## config.mk

```make
export PLATFORM = sky130hd
export DESIGN_NAME = mec_top
export DESIGN_NICKNAME = d
export VERILOG_FILES = /design/src/rtl/mec_top.v /design/src/rtl/mec_capture.v
export VERILOG_INCLUDE_DIRS = /design/src /design/src/inc
export SDC_FILE = /design/constraint.sdc
export NUM_CORES = 1
export LEC_CHECK = 0
export BUFFER_PORTS_ARGS = -buffer_cell sky130_fd_sc_hd__buf_2
export CORE_AREA = 2 2 391 393
export CTS_CLUSTER_DIAMETER = 50
export CTS_CLUSTER_SIZE = 12
export DETAILED_ROUTE_END_ITERATION = 16
export DIE_AREA = 0 0 393 395
export GPL_TIMING_DRIVEN = 0
export SETUP_SLACK_MARGIN = 0.5
export SLEW_MARGIN = 20
export SYNTH_ARGS = -nofsm -noshare
export SYNTH_HDL_FRONTEND = slang
export SYNTH_SLANG_ARGS = --single-unit
```

## constraint.sdc

```tcl
create_clock -name clk_i -period 2.9 [get_ports clk_i]
set_input_delay 0.145 -clock clk_i [delete_from_list [all_inputs] [get_ports clk_i]]
set_output_delay 0.145 -clock clk_i [all_outputs]
set_load 0.05 [all_outputs]
```

## src/inc/mec_defines.vh

```
// constants for the memory error capture block
`ifndef MEC_DEFINES_VH
`define MEC_DEFINES_VH
`define MEC_AW            32
`define MEC_DW            32
`define MEC_ERR_REGION_LO 0
`define MEC_ERR_REGION_HI 3
`define MEC_CSR_BYTE_LO   0
`define MEC_CSR_BYTE_HI   3
`define MEC_CSR_PORT_LO   10
`define MEC_CSR_PORT_HI   12
`define MEC_DSR_NMI_BIT   14
`define MEC_RSR_A_LO      8
`define MEC_RSR_A_HI      11
`define MEC_RSR_B_LO      12
`define MEC_RSR_B_HI      15
`define MEC_RSR_REG_LO    20
`define MEC_RSR_REG_HI    23
`define MEC_NBANK         4
`define MEC_RST_WORD      32'h0000_0000
`define MEC_RSR_RST       32'h0000_0000
`endif

```

## src/rtl/mec_top.v

```verilog
// master and cache-bank memory error capture
// Function
// bank B nonexistent-memory error latches address; full address uses region bits 12-15.
// any detecting controller captures failing transfer data in its error data register.
// master records its own error region in region register bits 0-3.
// master records involved device port in control status bits 10-12.
// master diagnostic bit 14 set for non-maskable report, clear for ordinary.
// master logs address parity and write-data parity as distinct conditions.
// master write-data parity error gives byte lane in control status bits 0-3.
// bank A refresh parity error latches address; region bits 8-11 complete it.
// normal-access parity address pairs with region bits 8-11 or 20-23, undistinguished.
// bank A write-data parity error gives byte lane in own control status 0-3.
// captured fields hold after an error until firmware reads them; master diag bit 14 here still follows any unit's new event.
`timescale 1ns/1ps
`include "mec_defines.vh"
module mec_top (
  // clock and reset
  input  wire                          clk_i,
  input  wire                          nrst_i,
  input  wire                          ce_i,
  // region select (held by firmware)
  input  wire [`MEC_DW-1:0]            region_select_reg_i,
  // master controller error events
  input  wire                          m_nxm_i,
  input  wire                          m_apar_i,
  input  wire                          m_wpar_i,
  input  wire [`MEC_AW-1:0]            m_addr_i,
  input  wire [`MEC_DW-1:0]            m_data_i,
  input  wire [3:0]                    m_byte_err_i,
  input  wire [3:0]                    m_region_i,
  input  wire                          port_valid_i,
  input  wire [2:0]                    port_id_i,
  input  wire                          use_nmi_i,
  input  wire                          m_ack_i,
  // cache banks: 0,1 are A, 2,3 are B
  input  wire [`MEC_NBANK-1:0]         b_nxm_i,
  input  wire [`MEC_NBANK-1:0]         b_apar_i,
  input  wire [`MEC_NBANK-1:0]         b_wpar_i,
  input  wire [`MEC_NBANK-1:0]         b_refresh_i,
  input  wire [`MEC_NBANK*`MEC_AW-1:0] b_addr_i,
  input  wire [`MEC_NBANK*`MEC_DW-1:0] b_data_i,
  input  wire [`MEC_NBANK*4-1:0]       b_byte_err_i,
  input  wire [`MEC_NBANK-1:0]         b_ack_i,
  // master captured registers
  output wire [`MEC_AW-1:0]            m_error_address_reg_o,
  output wire [`MEC_DW-1:0]            m_error_data_reg_o,
  output wire [`MEC_DW-1:0]            m_error_region_reg_o,
  output wire [`MEC_DW-1:0]            m_control_status_reg_o,
  output wire [`MEC_DW-1:0]            m_diag_status_reg_o,
  output wire [2:0]                    m_kind_o,
  output wire                          m_valid_o,
  // bank captured registers
  output wire [`MEC_NBANK*`MEC_AW-1:0] b_error_address_reg_o,
  output wire [`MEC_NBANK*`MEC_DW-1:0] b_error_data_reg_o,
  output wire [`MEC_NBANK*`MEC_DW-1:0] b_control_status_reg_o,
  output wire [`MEC_NBANK*3-1:0]       b_kind_o,
  output wire [`MEC_NBANK-1:0]         b_refresh_o,
  output wire [`MEC_NBANK-1:0]         b_valid_o,
  // region bits that complete each bank address
  output wire [`MEC_NBANK*4-1:0]       b_mem_region_o,
  output wire [3:0]                    a_reg_region_o,
  // reporting
  output wire                          nmi_o,
  output wire                          controller_irq_line_o
);
  // report path states, one-hot
  localparam [2:0] RPT_IDLE = 3'h1;
  localparam [2:0] RPT_NMI  = 3'h2;
  localparam [2:0] RPT_IRQ  = 3'h4;

  // an event counts only where its unit is not already holding a capture
  wire                  m_ev     = m_nxm_i | m_apar_i | m_wpar_i;
  wire [`MEC_NBANK-1:0] b_ev     = b_nxm_i | b_apar_i | b_wpar_i;
  wire                  m_new    = m_ev & ~m_valid_o;
  wire [`MEC_NBANK-1:0] b_new    = b_ev & ~b_valid_o;
  wire                  any_new  = m_new | (|b_new);
  wire                  any_busy = m_valid_o | (|b_valid_o);
  wire                  any_ack  = m_ack_i | (|b_ack_i);

  // master status words and report state
  reg  [`MEC_DW-1:0]    region_r;
  reg  [`MEC_DW-1:0]    region_nxt;
  reg  [`MEC_DW-1:0]    csr_r;
  reg  [`MEC_DW-1:0]    csr_nxt;
  reg  [`MEC_DW-1:0]    dsr_r;
  reg  [`MEC_DW-1:0]    dsr_nxt;
  reg  [2:0]            rpt_r;
  reg  [2:0]            rpt_nxt;

  // the master has no refresh path, so its refresh flag stays low
  mec_capture u_master (
    .clk_i               (clk_i),
    .nrst_i              (nrst_i),
    .ce_i                (ce_i),
    .nxm_i               (m_nxm_i),
    .apar_i              (m_apar_i),
    .wpar_i              (m_wpar_i),
    .refresh_i           (1'b0),
    .addr_i              (m_addr_i),
    .data_i              (m_data_i),
    .byte_err_i          (m_byte_err_i),
    .ack_i               (m_ack_i),
    .error_address_reg_o (m_error_address_reg_o),
    .error_data_reg_o    (m_error_data_reg_o),
    .byte_lane_o         (),
    .kind_o              (m_kind_o),
    .refresh_o           (),
    .valid_o             (m_valid_o)
  );

  // one capture per cache bank; packed buses carry bank g at g times the width
  genvar g;
  generate
    for (g = 0; g < `MEC_NBANK; g = g + 1) begin : g_bank
      wire [3:0] lane;
      mec_capture u_bank (
        .clk_i               (clk_i),
        .nrst_i              (nrst_i),
        .ce_i                (ce_i),
        .nxm_i               (b_nxm_i[g]),
        .apar_i              (b_apar_i[g]),
        .wpar_i              (b_wpar_i[g]),
        .refresh_i           (b_refresh_i[g]),
        .addr_i              (b_addr_i[g*`MEC_AW +: `MEC_AW]),
        .data_i              (b_data_i[g*`MEC_DW +: `MEC_DW]),
        .byte_err_i          (b_byte_err_i[g*4 +: 4]),
        .ack_i               (b_ack_i[g]),
        .error_address_reg_o (b_error_address_reg_o[g*`MEC_AW +: `MEC_AW]),
        .error_data_reg_o    (b_error_data_reg_o[g*`MEC_DW +: `MEC_DW]),
        .byte_lane_o         (lane),
        .kind_o              (b_kind_o[g*3 +: 3]),
        .refresh_o           (b_refresh_o[g]),
        .valid_o             (b_valid_o[g])
      );
      // bank byte lane in its own status bits 0-3
      assign b_control_status_reg_o[g*`MEC_DW +: `MEC_DW] = {28'h000_0000, lane};
      // A banks use region 8-11, B banks 12-15; refresh and access alike
      if (g < 2) begin : g_a
        assign b_mem_region_o[g*4 +: 4] = region_select_reg_i[`MEC_RSR_A_HI:`MEC_RSR_A_LO];
      end else begin : g_b
        assign b_mem_region_o[g*4 +: 4] = region_select_reg_i[`MEC_RSR_B_HI:`MEC_RSR_B_LO];
      end
    end
  endgenerate

  // no flag tells memory from register region; firmware must try both
  assign a_reg_region_o = region_select_reg_i[`MEC_RSR_REG_HI:`MEC_RSR_REG_LO];

  // region and byte lane only move with a master capture
  always @* begin
    region_nxt = region_r;
    csr_nxt    = csr_r;
    dsr_nxt    = dsr_r;
    if (m_new) begin
      region_nxt[`MEC_ERR_REGION_HI:`MEC_ERR_REGION_LO] = m_region_i;
      csr_nxt[`MEC_CSR_BYTE_HI:`MEC_CSR_BYTE_LO]       = m_wpar_i ? m_byte_err_i : 4'h0;
    end

    // port field kept until every pending capture is released
    if (any_new && port_valid_i && !any_busy) begin
      csr_nxt[`MEC_CSR_PORT_HI:`MEC_CSR_PORT_LO] = port_id_i;
    end

    // diag bit follows the newest event of any unit
    if (any_new) begin
      dsr_nxt[`MEC_DSR_NMI_BIT] = use_nmi_i;
    end
  end

  // a new event picks the line; any release with no new event drops it
  always @* begin
    rpt_nxt = rpt_r;
    case (rpt_r)
      RPT_IDLE: begin
        if (any_new) begin
          rpt_nxt = use_nmi_i ? RPT_NMI : RPT_IRQ;
        end
      end
      RPT_NMI: begin
        if (any_new) begin
          rpt_nxt = use_nmi_i ? RPT_NMI : RPT_IRQ;
        end else if (any_ack) begin
          rpt_nxt = RPT_IDLE;
        end
      end
      RPT_IRQ: begin
        if (any_new) begin
          rpt_nxt = use_nmi_i ? RPT_NMI : RPT_IRQ;
        end else if (any_ack) begin
          rpt_nxt = RPT_IDLE;
        end
      end
      default: begin
        rpt_nxt = RPT_IDLE;
      end
    endcase
  end

  // clock enable low freezes every status word
  always @(posedge clk_i or negedge nrst_i) begin
    if (!nrst_i) begin
      region_r <= `MEC_RST_WORD;
      csr_r    <= `MEC_RST_WORD;
      dsr_r    <= `MEC_RST_WORD;
      // both report lines start low
      rpt_r    <= RPT_IDLE;
    end else if (ce_i) begin
      region_r <= region_nxt;
      csr_r    <= csr_nxt;
      dsr_r    <= dsr_nxt;
      rpt_r    <= rpt_nxt;
    end
  end

  // status words and report lines leave straight from flip-flops
  assign m_error_region_reg_o   = region_r;
  assign m_control_status_reg_o = csr_r;
  assign m_diag_status_reg_o    = dsr_r;
  assign nmi_o                  = rpt_r[1];
  assign controller_irq_line_o  = rpt_r[2];
endmodule

```

## src/rtl/mec_capture.v

```verilog
// per-controller capture of error address, data, byte lane and kind
`timescale 1ns/1ps
`include "mec_defines.vh"
module mec_capture (
  // clock and reset
  input  wire                    clk_i,
  input  wire                    nrst_i,
  input  wire                    ce_i,
  // error event
  input  wire                    nxm_i,
  input  wire                    apar_i,
  input  wire                    wpar_i,
  input  wire                    refresh_i,
  input  wire [`MEC_AW-1:0]      addr_i,
  input  wire [`MEC_DW-1:0]      data_i,
  input  wire [3:0]              byte_err_i,
  // firmware read release
  input  wire                    ack_i,
  // captured values
  output reg  [`MEC_AW-1:0]      error_address_reg_o,
  output reg  [`MEC_DW-1:0]      error_data_reg_o,
  output reg  [3:0]              byte_lane_o,
  output reg  [2:0]              kind_o,
  output reg                     refresh_o,
  output reg                     valid_o
);
  wire ev = nxm_i | apar_i | wpar_i;
  always @(posedge clk_i or negedge nrst_i) begin
    if (!nrst_i) begin
      error_address_reg_o <= `MEC_RST_WORD;
      error_data_reg_o    <= `MEC_RST_WORD;
      byte_lane_o         <= 4'h0;
      kind_o              <= 3'h0;
      refresh_o           <= 1'b0;
      valid_o             <= 1'b0;
    end else if (ce_i) begin
      // first error wins; later ones are ignored until firmware releases
      if (ev && !valid_o) begin
        error_address_reg_o <= addr_i;
        error_data_reg_o    <= data_i;
        kind_o              <= {wpar_i, apar_i, nxm_i};
        byte_lane_o         <= wpar_i ? byte_err_i : 4'h0;
        refresh_o           <= refresh_i;
        valid_o             <= 1'b1;
      end else if (ack_i) begin
        valid_o <= 1'b0;
      end
    end
  end
endmodule

```

== Yosys cells after proc, flatten, opt, wreduce, memory -nomap -nowiden ==
Cells that the tools add are included.

* Flip-flop bits (word level): 375
* Bits of input ports: 408
* Output and inout port bits: 590
* Logic and storage cells: 113

* Eq/ne operators: 5
* Mux-type cells: 20
* Bitwise gates (word level): 19
* Reductions and logical operators: 36

{| class="wikitable"
|+ Operator list
! kind !! count
|-
| AND reduction 2 bit || 13
|-
| 2-to-1 mux 4 bit || 5
|-
| bitwise OR 1 bit || 13
|-
| 2-to-1 mux 3 bit || 4
|-
| OR reduction 4 bit || 3
|-
| 2-to-1 mux 1 bit || 10
|-
| nonzero test 2 bit || 5
|-
| bitwise OR 4 bit || 2
|-
| logical AND 1 bit || 7
|-
| zero test 1 bit || 6
|-
| one-hot mux 3 bit (2 select lines) || 1
|-
| AND 4 bit || 1
|-
| NOT 4 bit || 1
|-
| equality test 3 x 1 -> 1 bit, second input constant || 1
|-
| equality test 3 x 2 -> 1 bit, second input constant || 1
|-
| equality test 3 bit, second input constant || 1
|-
| != test 3 x 1 -> 1 bit, second input constant || 1
|-
| AND reduction 3 bit || 1
|-
| != test 2 bit, second input constant || 1
|-
| OR reduction 2 bit || 1
|-
| AND 1 bit || 1
|-
| NOT 1 bit || 1
|}

== Depth between registers and ports, before layout ==
Gate-level depths: netlist of run 1.

* Word-level depth: 8
* Depth in mapped cells: 7
* Mapped depth without buffers: 4

== Modules after synthesis ==
From an unflattened synthesis of run 1, not the netlist that was laid out.

* Cell total of the unflattened synthesis: 1086
* Area total of the unflattened synthesis: 17246.5 sq um

{| class="wikitable"
|+ Modules (own cells, without submodules)
! module !! instances !! cells each !! area each (sq um) !! seq. area each (sq um)
|-
| mec_capture || 5 || 160 || 2979.1 || 1826.8
|-
| mec_top || 1 || 286 || 2351.0 || 376.6
|}

== Least setup slack after synthesis of run 1 ==
Ideal clock, no wire load.

* Path kind: register to register
* Start point: reg u_master.valid_o
* End point: reg csr_r[10] (netlist: m_control_status_reg_o[10])
* Setup time: 125 ps
* Arrival: 1809 ps
* Required time: 2775 ps
* Setup slack: 966 ps
* Stages on the path, launching flop included: 5
* Buffers on the path: 0
* Period minus slack after synthesis: 1934 ps
* Cell sequence: dfrtp_1 -> inv_1 -> a222oi_1 -> a21oi_1 -> mux2_2

* Longest elaborated chain between the ends: 6
* Elaborated cells on any way between the ends: 8
* Classes of those cells: bitwise (4); reduce/logical (4)

{| class="wikitable"
|+ RTL lines
! element !! line !! RTL
|-
| start: declaration || mec_capture.v:25 || <nowiki>output reg valid_o</nowiki>
|-
| start signal: assignment || mec_capture.v:35 || <nowiki>valid_o <= 1'b0;</nowiki>
|-
| start signal: assignment || mec_capture.v:44 || <nowiki>valid_o <= 1'b1;</nowiki>
|-
| start signal: assignment || mec_capture.v:46 || <nowiki>valid_o <= 1'b0;</nowiki>
|-
| NOT 1 bit || mec_top.v:74 || <nowiki>wire m_new = m_ev & ~m_valid_o;</nowiki>
|-
| AND 1 bit || mec_top.v:74 ||
|-
| bitwise OR 1 bit || mec_top.v:76 || <nowiki>wire any_new = m_new | (|b_new);</nowiki>
|-
| logical AND 1 bit || mec_top.v:160 || <nowiki>if (any_new && port_valid_i && !any_busy) begin</nowiki>
|-
| logical AND 1 bit * || mec_top.v:160 ||
|-
| AND reduction 2 bit (no source line) * || - ||
|-
| end signal: assignment || mec_top.v:203 || <nowiki>csr_r <= `MEC_RST_WORD;</nowiki>
|-
| end signal: assignment || mec_top.v:209 || <nowiki>csr_r <= csr_nxt;</nowiki>
|-
| end: declaration || mec_top.v:83 || <nowiki>reg [`MEC_DW-1:0] csr_r;</nowiki>
|}

Every way passes the cells marked *; elsewhere a longest branch is shown, timed or not.
A chain may end at the register's enable or synchronous reset.

== Worst setup path after layout of run 1 ==
* Start point: reg g_bank[0].u_bank.valid_o
* End point: reg g_bank[0].u_bank.error_address_reg_o[22]

* Longest elaborated chain between the ends: 3

{| class="wikitable"
|+ RTL lines
! element !! line !! RTL
|-
| start: declaration || mec_capture.v:25 ||
|-
| start signal: assignment || mec_capture.v:35 ||
|-
| start signal: assignment || mec_capture.v:44 ||
|-
| start signal: assignment || mec_capture.v:46 ||
|-
| zero test 1 bit || mec_capture.v:38 || <nowiki>if (ev && !valid_o) begin</nowiki>
|-
| logical AND 1 bit || mec_capture.v:38 ||
|-
| AND reduction 2 bit (no source line) || - ||
|-
| end signal: assignment || mec_capture.v:30 || <nowiki>error_address_reg_o <= `MEC_RST_WORD;</nowiki>
|-
| end signal: assignment || mec_capture.v:39 || <nowiki>error_address_reg_o <= addr_i;</nowiki>
|-
| end: declaration || mec_capture.v:20 || <nowiki>output reg [`MEC_AW-1:0] error_address_reg_o,</nowiki>
|}

No other way between the ends.

==> impl_metrics.py, run 1 <==
metrics = {
    "setup_path": {
        "critical_path_arrival_ns": 2.81,
        "cp-end-kind": "register",
        "cp-start-kind": "register",
        "critPathKind": "reg2reg",
        "critPathRequiredTime_ns": 3.40,
        "crit_fanout": 10,
    },
    "placement": {
        "dp.cells": 4109,
        "dp.final_hpwl_um": 65200,
        "gp_congestion": 0.862,
        "port_buffers": 769,
    },
    "timing": {
        "tightest_slew_ns": 0.847,
        "clock.fmax_ghz": 0.434,
        "hold-worst-slack_ns": 0.103,
        "slew_viol_final": 0,
        "fin_crit_ns": 2.31,
        "setup_viol": 0,
        "finalCritPeriodShare": 0.795,
        "max_slew_margin": 0.435,
        "finalHoldViolations": 0,
        "finClkSkew_ns": 0.0341,
        "rsz0062_at_grt": "true",
    },
    "power_and_ir_drop": {
        "vdd_drop_max_uv": 657,
        "power_frac_comb": 0.496,
        "p_per_area_nw_per_um2": 1020,
        "power_frac_clock": 0.223,
        "leakage_nw": 13.5,
        "netSwitchingFraction": 0.497,
        "switchingPower_mw": 14.5,
        "p_seq_frac": 0.282,
        "p_int_mw": 14.7,
    },
    "clocking": {
        "clk_latency_ns": 0.65,
        "cts_tree": "built",
        "htreeDepth": 2,
        "clockBufferDepth": 3,
        "clk_pin_slew_worst_paths_ns": 0.06,
        "cts_made_buffers": 52,
        "clockRootBuffer": "clkbuf_16",
        "cts_sinks": 375,
    },
    "detailed_routing": {
        "drt-wirelength-per-cell_um": 17.7,
        "vias": 13681,
        "viasPerCell": 2.98,
        "wl_um": 81100,
        "drc": 0,
        "drt_iter0_drc": 393,
        "ant_nets": 0,
        "firstDrtPassIters": 4,
    },
    "synthesis": {
        "synth_seq_cells": 375,
        "synth_top_area_share": 0.593,
        "synth_area_leaders": "dfrtp_1 (59%), mux2_2 (25%), buf_4 (11%), nand3_1 (0.63%), o21ai_0 (0.63%)",
        "syn_avg_cell_area_um2": 14.2,
        "synth_top_area_cell": "dfrtp_1",
        "synth_edf_count": 0,
        "synthCells": 1111,
        "ys_types": 36,
        "synthesis.area_um2": 15800,
        "async_reset_ff_frac": 1.00,
        "synth-main-ff-cell": "dfrtp_1",
        "yosys_warnings": 0,
        "synth_seq_area_share": 0.594,
    },
    "run": {
        "drv_cap": 0,
    },
    "finish": {
        "seqCellArea_um2": 9390,
        "nets": 2918,
        "drive_gt1_frac": 0.577,
        "syn_to_final_growth_pct": 81.5,
        "mostFrequentLayoutCells": "buf_2 (776), dfrtp_1 (374), dlygate4sd3_1 (374)",
        "layout_commonest_cell": "buf_2",
        "fillerInstances": 16373,
        "multiInputGateArea_um2": 5170,
        "layout.cells.non_filler": 4592,
    },
    "global_route": {
        "grt_pass1_vias": 14331,
        "grt_max_degree": 96,
        "grt_pass1_wl_um": 107000,
        "gr-total-overflow": 0,
        "antenna_found_initial": 53,
        "grt_usage": 0.0996,
    },
    "worst_hold_path": {
        "min_path_type": "in2async",
    },
    "die": {
        "core-area_um2": 151000,
        "io_pins": 998,
        "rows": 143,
        "start_util": 0.104,
        "die_w_um": 393,
        "die_area_um2": 155000,
        "die_h_um": 395,
    },
    "run_status": {
        "status": "finished clean",
    },
}
power groups by stage:
stage               registers, mW  clock network, mW  logic [mW]
finish                       8.25               6.51        14.5
global route                 8.48               6.96        15.0
CTS                          8.22               6.77        14.6
detailed placement           8.26                  0        14.2
global placement             8.21                  0        14.1
floorplan                    14.9                  0        3.28
path summary, 6_finish.rpt:
path | cells after the start | slack, ns | from | to
worst max-delay path | 5 | 0.59 | g_bank[0].u_bank.valid_o | g_bank[0].u_bank.error_address_reg_o[22]
worst min-delay path | 3 | 0.10 | nrst_i | g_bank[2].u_bank.error_data_reg_o[5]
worst max register to register | 5 | 0.59 | g_bank[0].u_bank.valid_o | g_bank[0].u_bank.error_address_reg_o[22]
worst min register to register | 1 | 0.50 | g_bank[3].u_bank.error_address_reg_o[24] | g_bank[3].u_bank.error_address_reg_o[24]
max in group asynchronous | 4 | 1.82 | nrst_i | m_control_status_reg_o[3]
min in group clk_i | 3 | 0.11 | ce_i | m_diag_status_reg_o[14]
flip-flops by register name, summed over array words and instances (netlist names):
name / count
u_master.error_data_reg_o: 32
m_diag_status_reg_o: 1
u_master.kind_o: 3
rpt_r: 3
g_bank.u_bank.error_data_reg_o: 128
m_error_region_reg_o: 4
g_bank.u_bank.error_address_reg_o: 128
g_bank.u_bank.byte_lane_o: 16
g_bank.u_bank.refresh_o: 4
g_bank.u_bank.kind_o: 12
g_bank.u_bank.valid_o: 4
u_master.valid_o: 1
u_master.error_address_reg_o: 32
m_control_status_reg_o: 7
worst max-delay path, stage by stage, from the launching register on:
cell and delay, ns:
dfrtp_1 0.42, clkinvlp_4 0.19, and3_2 0.32, clkbuf_1 0.22, buf_1 0.58, mux2_2 0.42
layer usage:
metal  GRT usage  up-vias  share of wire
met1       0.111     6630           0.38
met3      0.0332      157          0.093
met4      0.0420       40          0.041
met2       0.172      653           0.49
li1            -     6201              -
met5           0        -         0.0032
through the flow:
step                      area, um^2  power (mW)  worst slack (ns)  utilization  TNS [ns]
after floorplan                16500        18.2             0.966            -         0
after global placement         22900        22.3             -6.40        0.152  -2361.11
after detailed placement       23000        22.4            -0.745        0.152    -21.85
after CTS                      28600        29.6             0.505        0.189         0
after global routing           28600        30.5             0.484        0.189         0
final                          28700        29.3             0.595        0.190         0
cells in the mapped netlist, types with 2 or more instances:
master,number
mux2_2,347
nand2_1,6
a21o_1,5
nand3_1,20
nor4b_1,2
dfrtp_1,374
or3_1,5
buf_2,8
nor2_1,3
nor2b_1,2
buf_1,21
buf_4,224
and3_1,4
o21ai_0,20
clkbuf_1,20
a22oi_1,2
inv_1,25
a211o_1,2
a21oi_1,3
xor2_1,2
kinds of logic (layout without fill, tap and decap cells):
kind of cell | after synthesis | count (layout) | synth area share
and+or+nand+nor | 50 | 50 | 0.0174
DFF | 375 | 375 | 0.594
muxes | 347 | 347 | 0.247
xor gates and xnor gates | 3 | 3 | 0.00166
other | 1 | 210 | 0.000237
AOI/OAI and AO/OA | 37 | 37 | 0.0144
buffers and inverters | 298 | 1540 | 0.125
what timing repair did:
action | CTS | global route
setup buffers | 0 | 2
pin swaps | 0 | 1
hold buffers | 375 | 0
endpoints found under the hold margin | 652 | 0
resized for setup | 36 | 8
setup endpoints to repair | 276 | 49
area by class of cell:
cell class | instances | share of cell area
inverter | 25 | 0.00340
clock buffer | 63 | 0.0500
timing repair buffer | 1150 | 0.270
buffer | 273 | 0.0675
antenna | 14 | 0.00122
clock inverter | 29 | 0.0113
multi-input combinational | 633 | 0.180
sequential | 375 | 0.327
tap | 2030 | 0.0886
(Power assumes the default switching activity.)
==> run 2: changes to the inputs <==
--- a/config.mk
+++ b/config.mk
@@ -7,11 +7,11 @@
 export NUM_CORES = 1
 export LEC_CHECK = 0
 export BUFFER_PORTS_ARGS = -buffer_cell sky130_fd_sc_hd__buf_2
-export CORE_AREA = 2 2 391 393
+export CORE_AREA = 2 2 389 391
 export CTS_CLUSTER_DIAMETER = 50
 export CTS_CLUSTER_SIZE = 12
 export DETAILED_ROUTE_END_ITERATION = 16
-export DIE_AREA = 0 0 393 395
+export DIE_AREA = 0 0 391 393
 export GPL_TIMING_DRIVEN = 0
 export SETUP_SLACK_MARGIN = 0.5
 export SLEW_MARGIN = 20
==> constraint.sdc (replaced) <==
create_clock -name clk_i -period 2.1 [get_ports clk_i]
set_input_delay 0.105 -clock clk_i [delete_from_list [all_inputs] [get_ports clk_i]]
set_output_delay 0.105 -clock clk_i [all_outputs]
set_load 0.05 [all_outputs]
==> impl_metrics.py, run 2 (synthesis gave the netlist of run 1 again) <==
metrics = {
    "power_and_ir_drop": {
        "power_mw": 41.8,
        "p_per_area_nw_per_um2": 1410,
        "vdd_drop_max_uv": 1120,
        "leakage_nw": 14.1,
    },
    "setup_path": {
        "r2r_slack_ns": 0.47,
        "critical_path_arrival_ns": 2.16,
        "timing.rr.start": "g_bank[1].u_bank.valid_o",
        "critPathRequiredTime_ns": 2.63,
        "worst-r2r-cell-count": 6,
        "critPathKind": "reg2reg",
        "cp-end-kind": "register",
        "cp-start-kind": "register",
        "crit_end": "g_bank[1].u_bank.error_data_reg_o[13]",
        "startpoint": "g_bank[1].u_bank.valid_o",
        "r2r_end": "g_bank[1].u_bank.error_data_reg_o[13]",
        "crit_fanout": 10,
    },
    "finish": {
        "syn_to_final_growth_pct": 88.0,
        "multiInputGateArea_um2": 5260,
        "fillerInstances": 16062,
        "mostFrequentLayoutCells": "buf_2 (754), dlygate4sd3_1 (374), dfrtp_1 (370)",
        "largestRegisters": "g_bank.u_bank.error_address_reg_o x128, g_bank.u_bank.error_data_reg_o x128",
        "layout.cells.non_filler": 4541,
        "drive_gt1_frac": 0.594,
        "seqCellArea_um2": 9390,
        "nets": 2949,
        "layout_commonest_cell": "buf_2",
        "stdcell_area_um2": 29700,
    },
    "clocking": {
        "cts_tree": "built",
        "hold_buffers": 374,
        "clockBufferDepth": 3,
        "clockRootBuffer": "clkbuf_16",
        "clk_latency_ns": 0.65,
        "cts_made_buffers": 56,
        "cts_sinks": 375,
        "clk_pin_slew_worst_paths_ns": 0.06,
        "htreeDepth": 2,
    },
    "placement": {
        "dp.final_hpwl_um": 58000,
        "dp.cells": 4023,
        "port_buffers": 769,
        "gp_congestion": 0.790,
        "postPlaceCellArea_um2": 23000,
        "post-place-ws_ns": -0.880,
    },
    "worst_hold_path": {
        "min_path_type": "in2async",
    },
    "global_route": {
        "met3_usage": 0.0293,
        "grt_pass1_wl_um": 98800,
        "grt_pass1_vias": 14020,
        "met1_usage": 0.0926,
        "grt_usage": 0.0903,
        "antenna_found_initial": 41,
        "grt_busiest_layer": "met2",
        "use_met2": 0.169,
        "gr-total-overflow": 0,
        "grt_max_degree": 90,
    },
    "run_status": {
        "violations": "negative hold slack",
        "status": "complete, but fails checks",
    },
    "die": {
        "rows": 142,
        "die_h_um": 393,
        "io_pins": 998,
        "die_w_um": 391,
        "core-area_um2": 149000,
        "start_util": 0.106,
        "die_area_um2": 154000,
    },
    "timing": {
        "slew_viol_final": 0,
        "hold-worst-slack_ns": -0.0481,
        "setup_viol": 0,
        "finClkSkew_ns": 0.0424,
        "final.setup.worst_slack_ns": 0.468,
        "finalHoldViolations": 47,
        "clock.fmax_ghz": 0.613,
        "finalCritPeriodShare": 0.777,
        "rsz0062_at_grt": "true",
        "max_slew_margin": 0.617,
        "tightest_slew_ns": 0.572,
        "fin_crit_ns": 1.63,
    },
    "run": {
        "drv_cap": 0,
    },
    "detailed_routing": {
        "wl_um": 74900,
        "drc": 0,
        "viasPerCell": 3.00,
        "firstDrtPassIters": 4,
        "drt_iter0_drc": 390,
        "drt-wirelength-per-cell_um": 16.5,
        "vias": 13605,
        "ant_nets": 0,
    },
}
[run 2: changes by cell type in the layout (fill, tap and decap cells not counted), sizes merged]
cell	previous run	this run
clkdlybuf4s15	1	0
diode	14	12
clkinv	13	11
buf	1027	1054
inv	35	40
bufinv	2	8
clkbuf	84	86
[run 2: where the power goes]
| group | internal [mW] | switching, mW |
|---|---|---|
| registers | 9.93 | 1.51 |
| logic | 5.78 | 14.5 |
| clock network | 6.11 | 4.01 |
[run 2: worst max-delay path, cell delays in order, from the launching register on]
cell and delay, ns:
dfrtp_1 0.42, inv_2 0.08, and3_4 0.18, clkbuf_16 0.18, buf_12 0.16, buf_12 0.14
mux2_2 0.34
[run 2: how the worst min path moves through the flow]
stage	startpoint	endpoint	slack (ns)
floorplan	nrst_i	g_bank[0].u_bank.byte_lane_o[0]	-0.19
global placement	b_addr_i[52]	g_bank[1].u_bank.error_address_reg_o[20]	0.34
detailed placement	nrst_i	u_master.error_address_reg_o[17]	0.06
CTS	nrst_i	u_master.error_address_reg_o[17]	-0.11
global route	nrst_i	u_master.error_address_reg_o[17]	-0.08
finish	nrst_i	u_master.error_address_reg_o[17]	-0.05
[run 2: cell type report]
cell class | instances | share of cell area
Clock buffer | 64 | 0.0492
Buffer | 273 | 0.0804
Multi-Input combinational cell | 633 | 0.177
Clock inverter | 38 | 0.0180
Timing Repair Buffer | 1177 | 0.273
Tap cell | 1944 | 0.0819
Antenna cell | 12 | 0.00101
Sequential cell | 375 | 0.316
Inverter | 25 | 0.00316
[run 2: what timing repair did]
item / in CTS / in global routing
hold endpoints to repair: 571 / 50
endpoints found under the setup margin: 388 / 237
gates resized for setup: 140 / 29
cloned: 0 / 5
pin swaps: 2 / 2
buffers inserted: 16 / 9
[run 2: stage by stage]
stage / setup TNS, ns / hold slack, ns / utilization
2_1_floorplan: 0 / -0.191 / -
4_1_cts: 0 / -0.105 / 0.197
5_1_grt: 0 / -0.0780 / 0.199
3_5_place_dp: -144.03 / 0.0555 / 0.154
3_3_place_gp: -2755.00 / 0.337 / 0.153
6_report: 0 / -0.0481 / 0.199
[run 2: routing by layer]
metal  up-vias  part of all wire
met1      6583              0.35
met2       589              0.53
met3       128             0.085
met5         -            0.0030
met4        32             0.035
li1       6273                 -
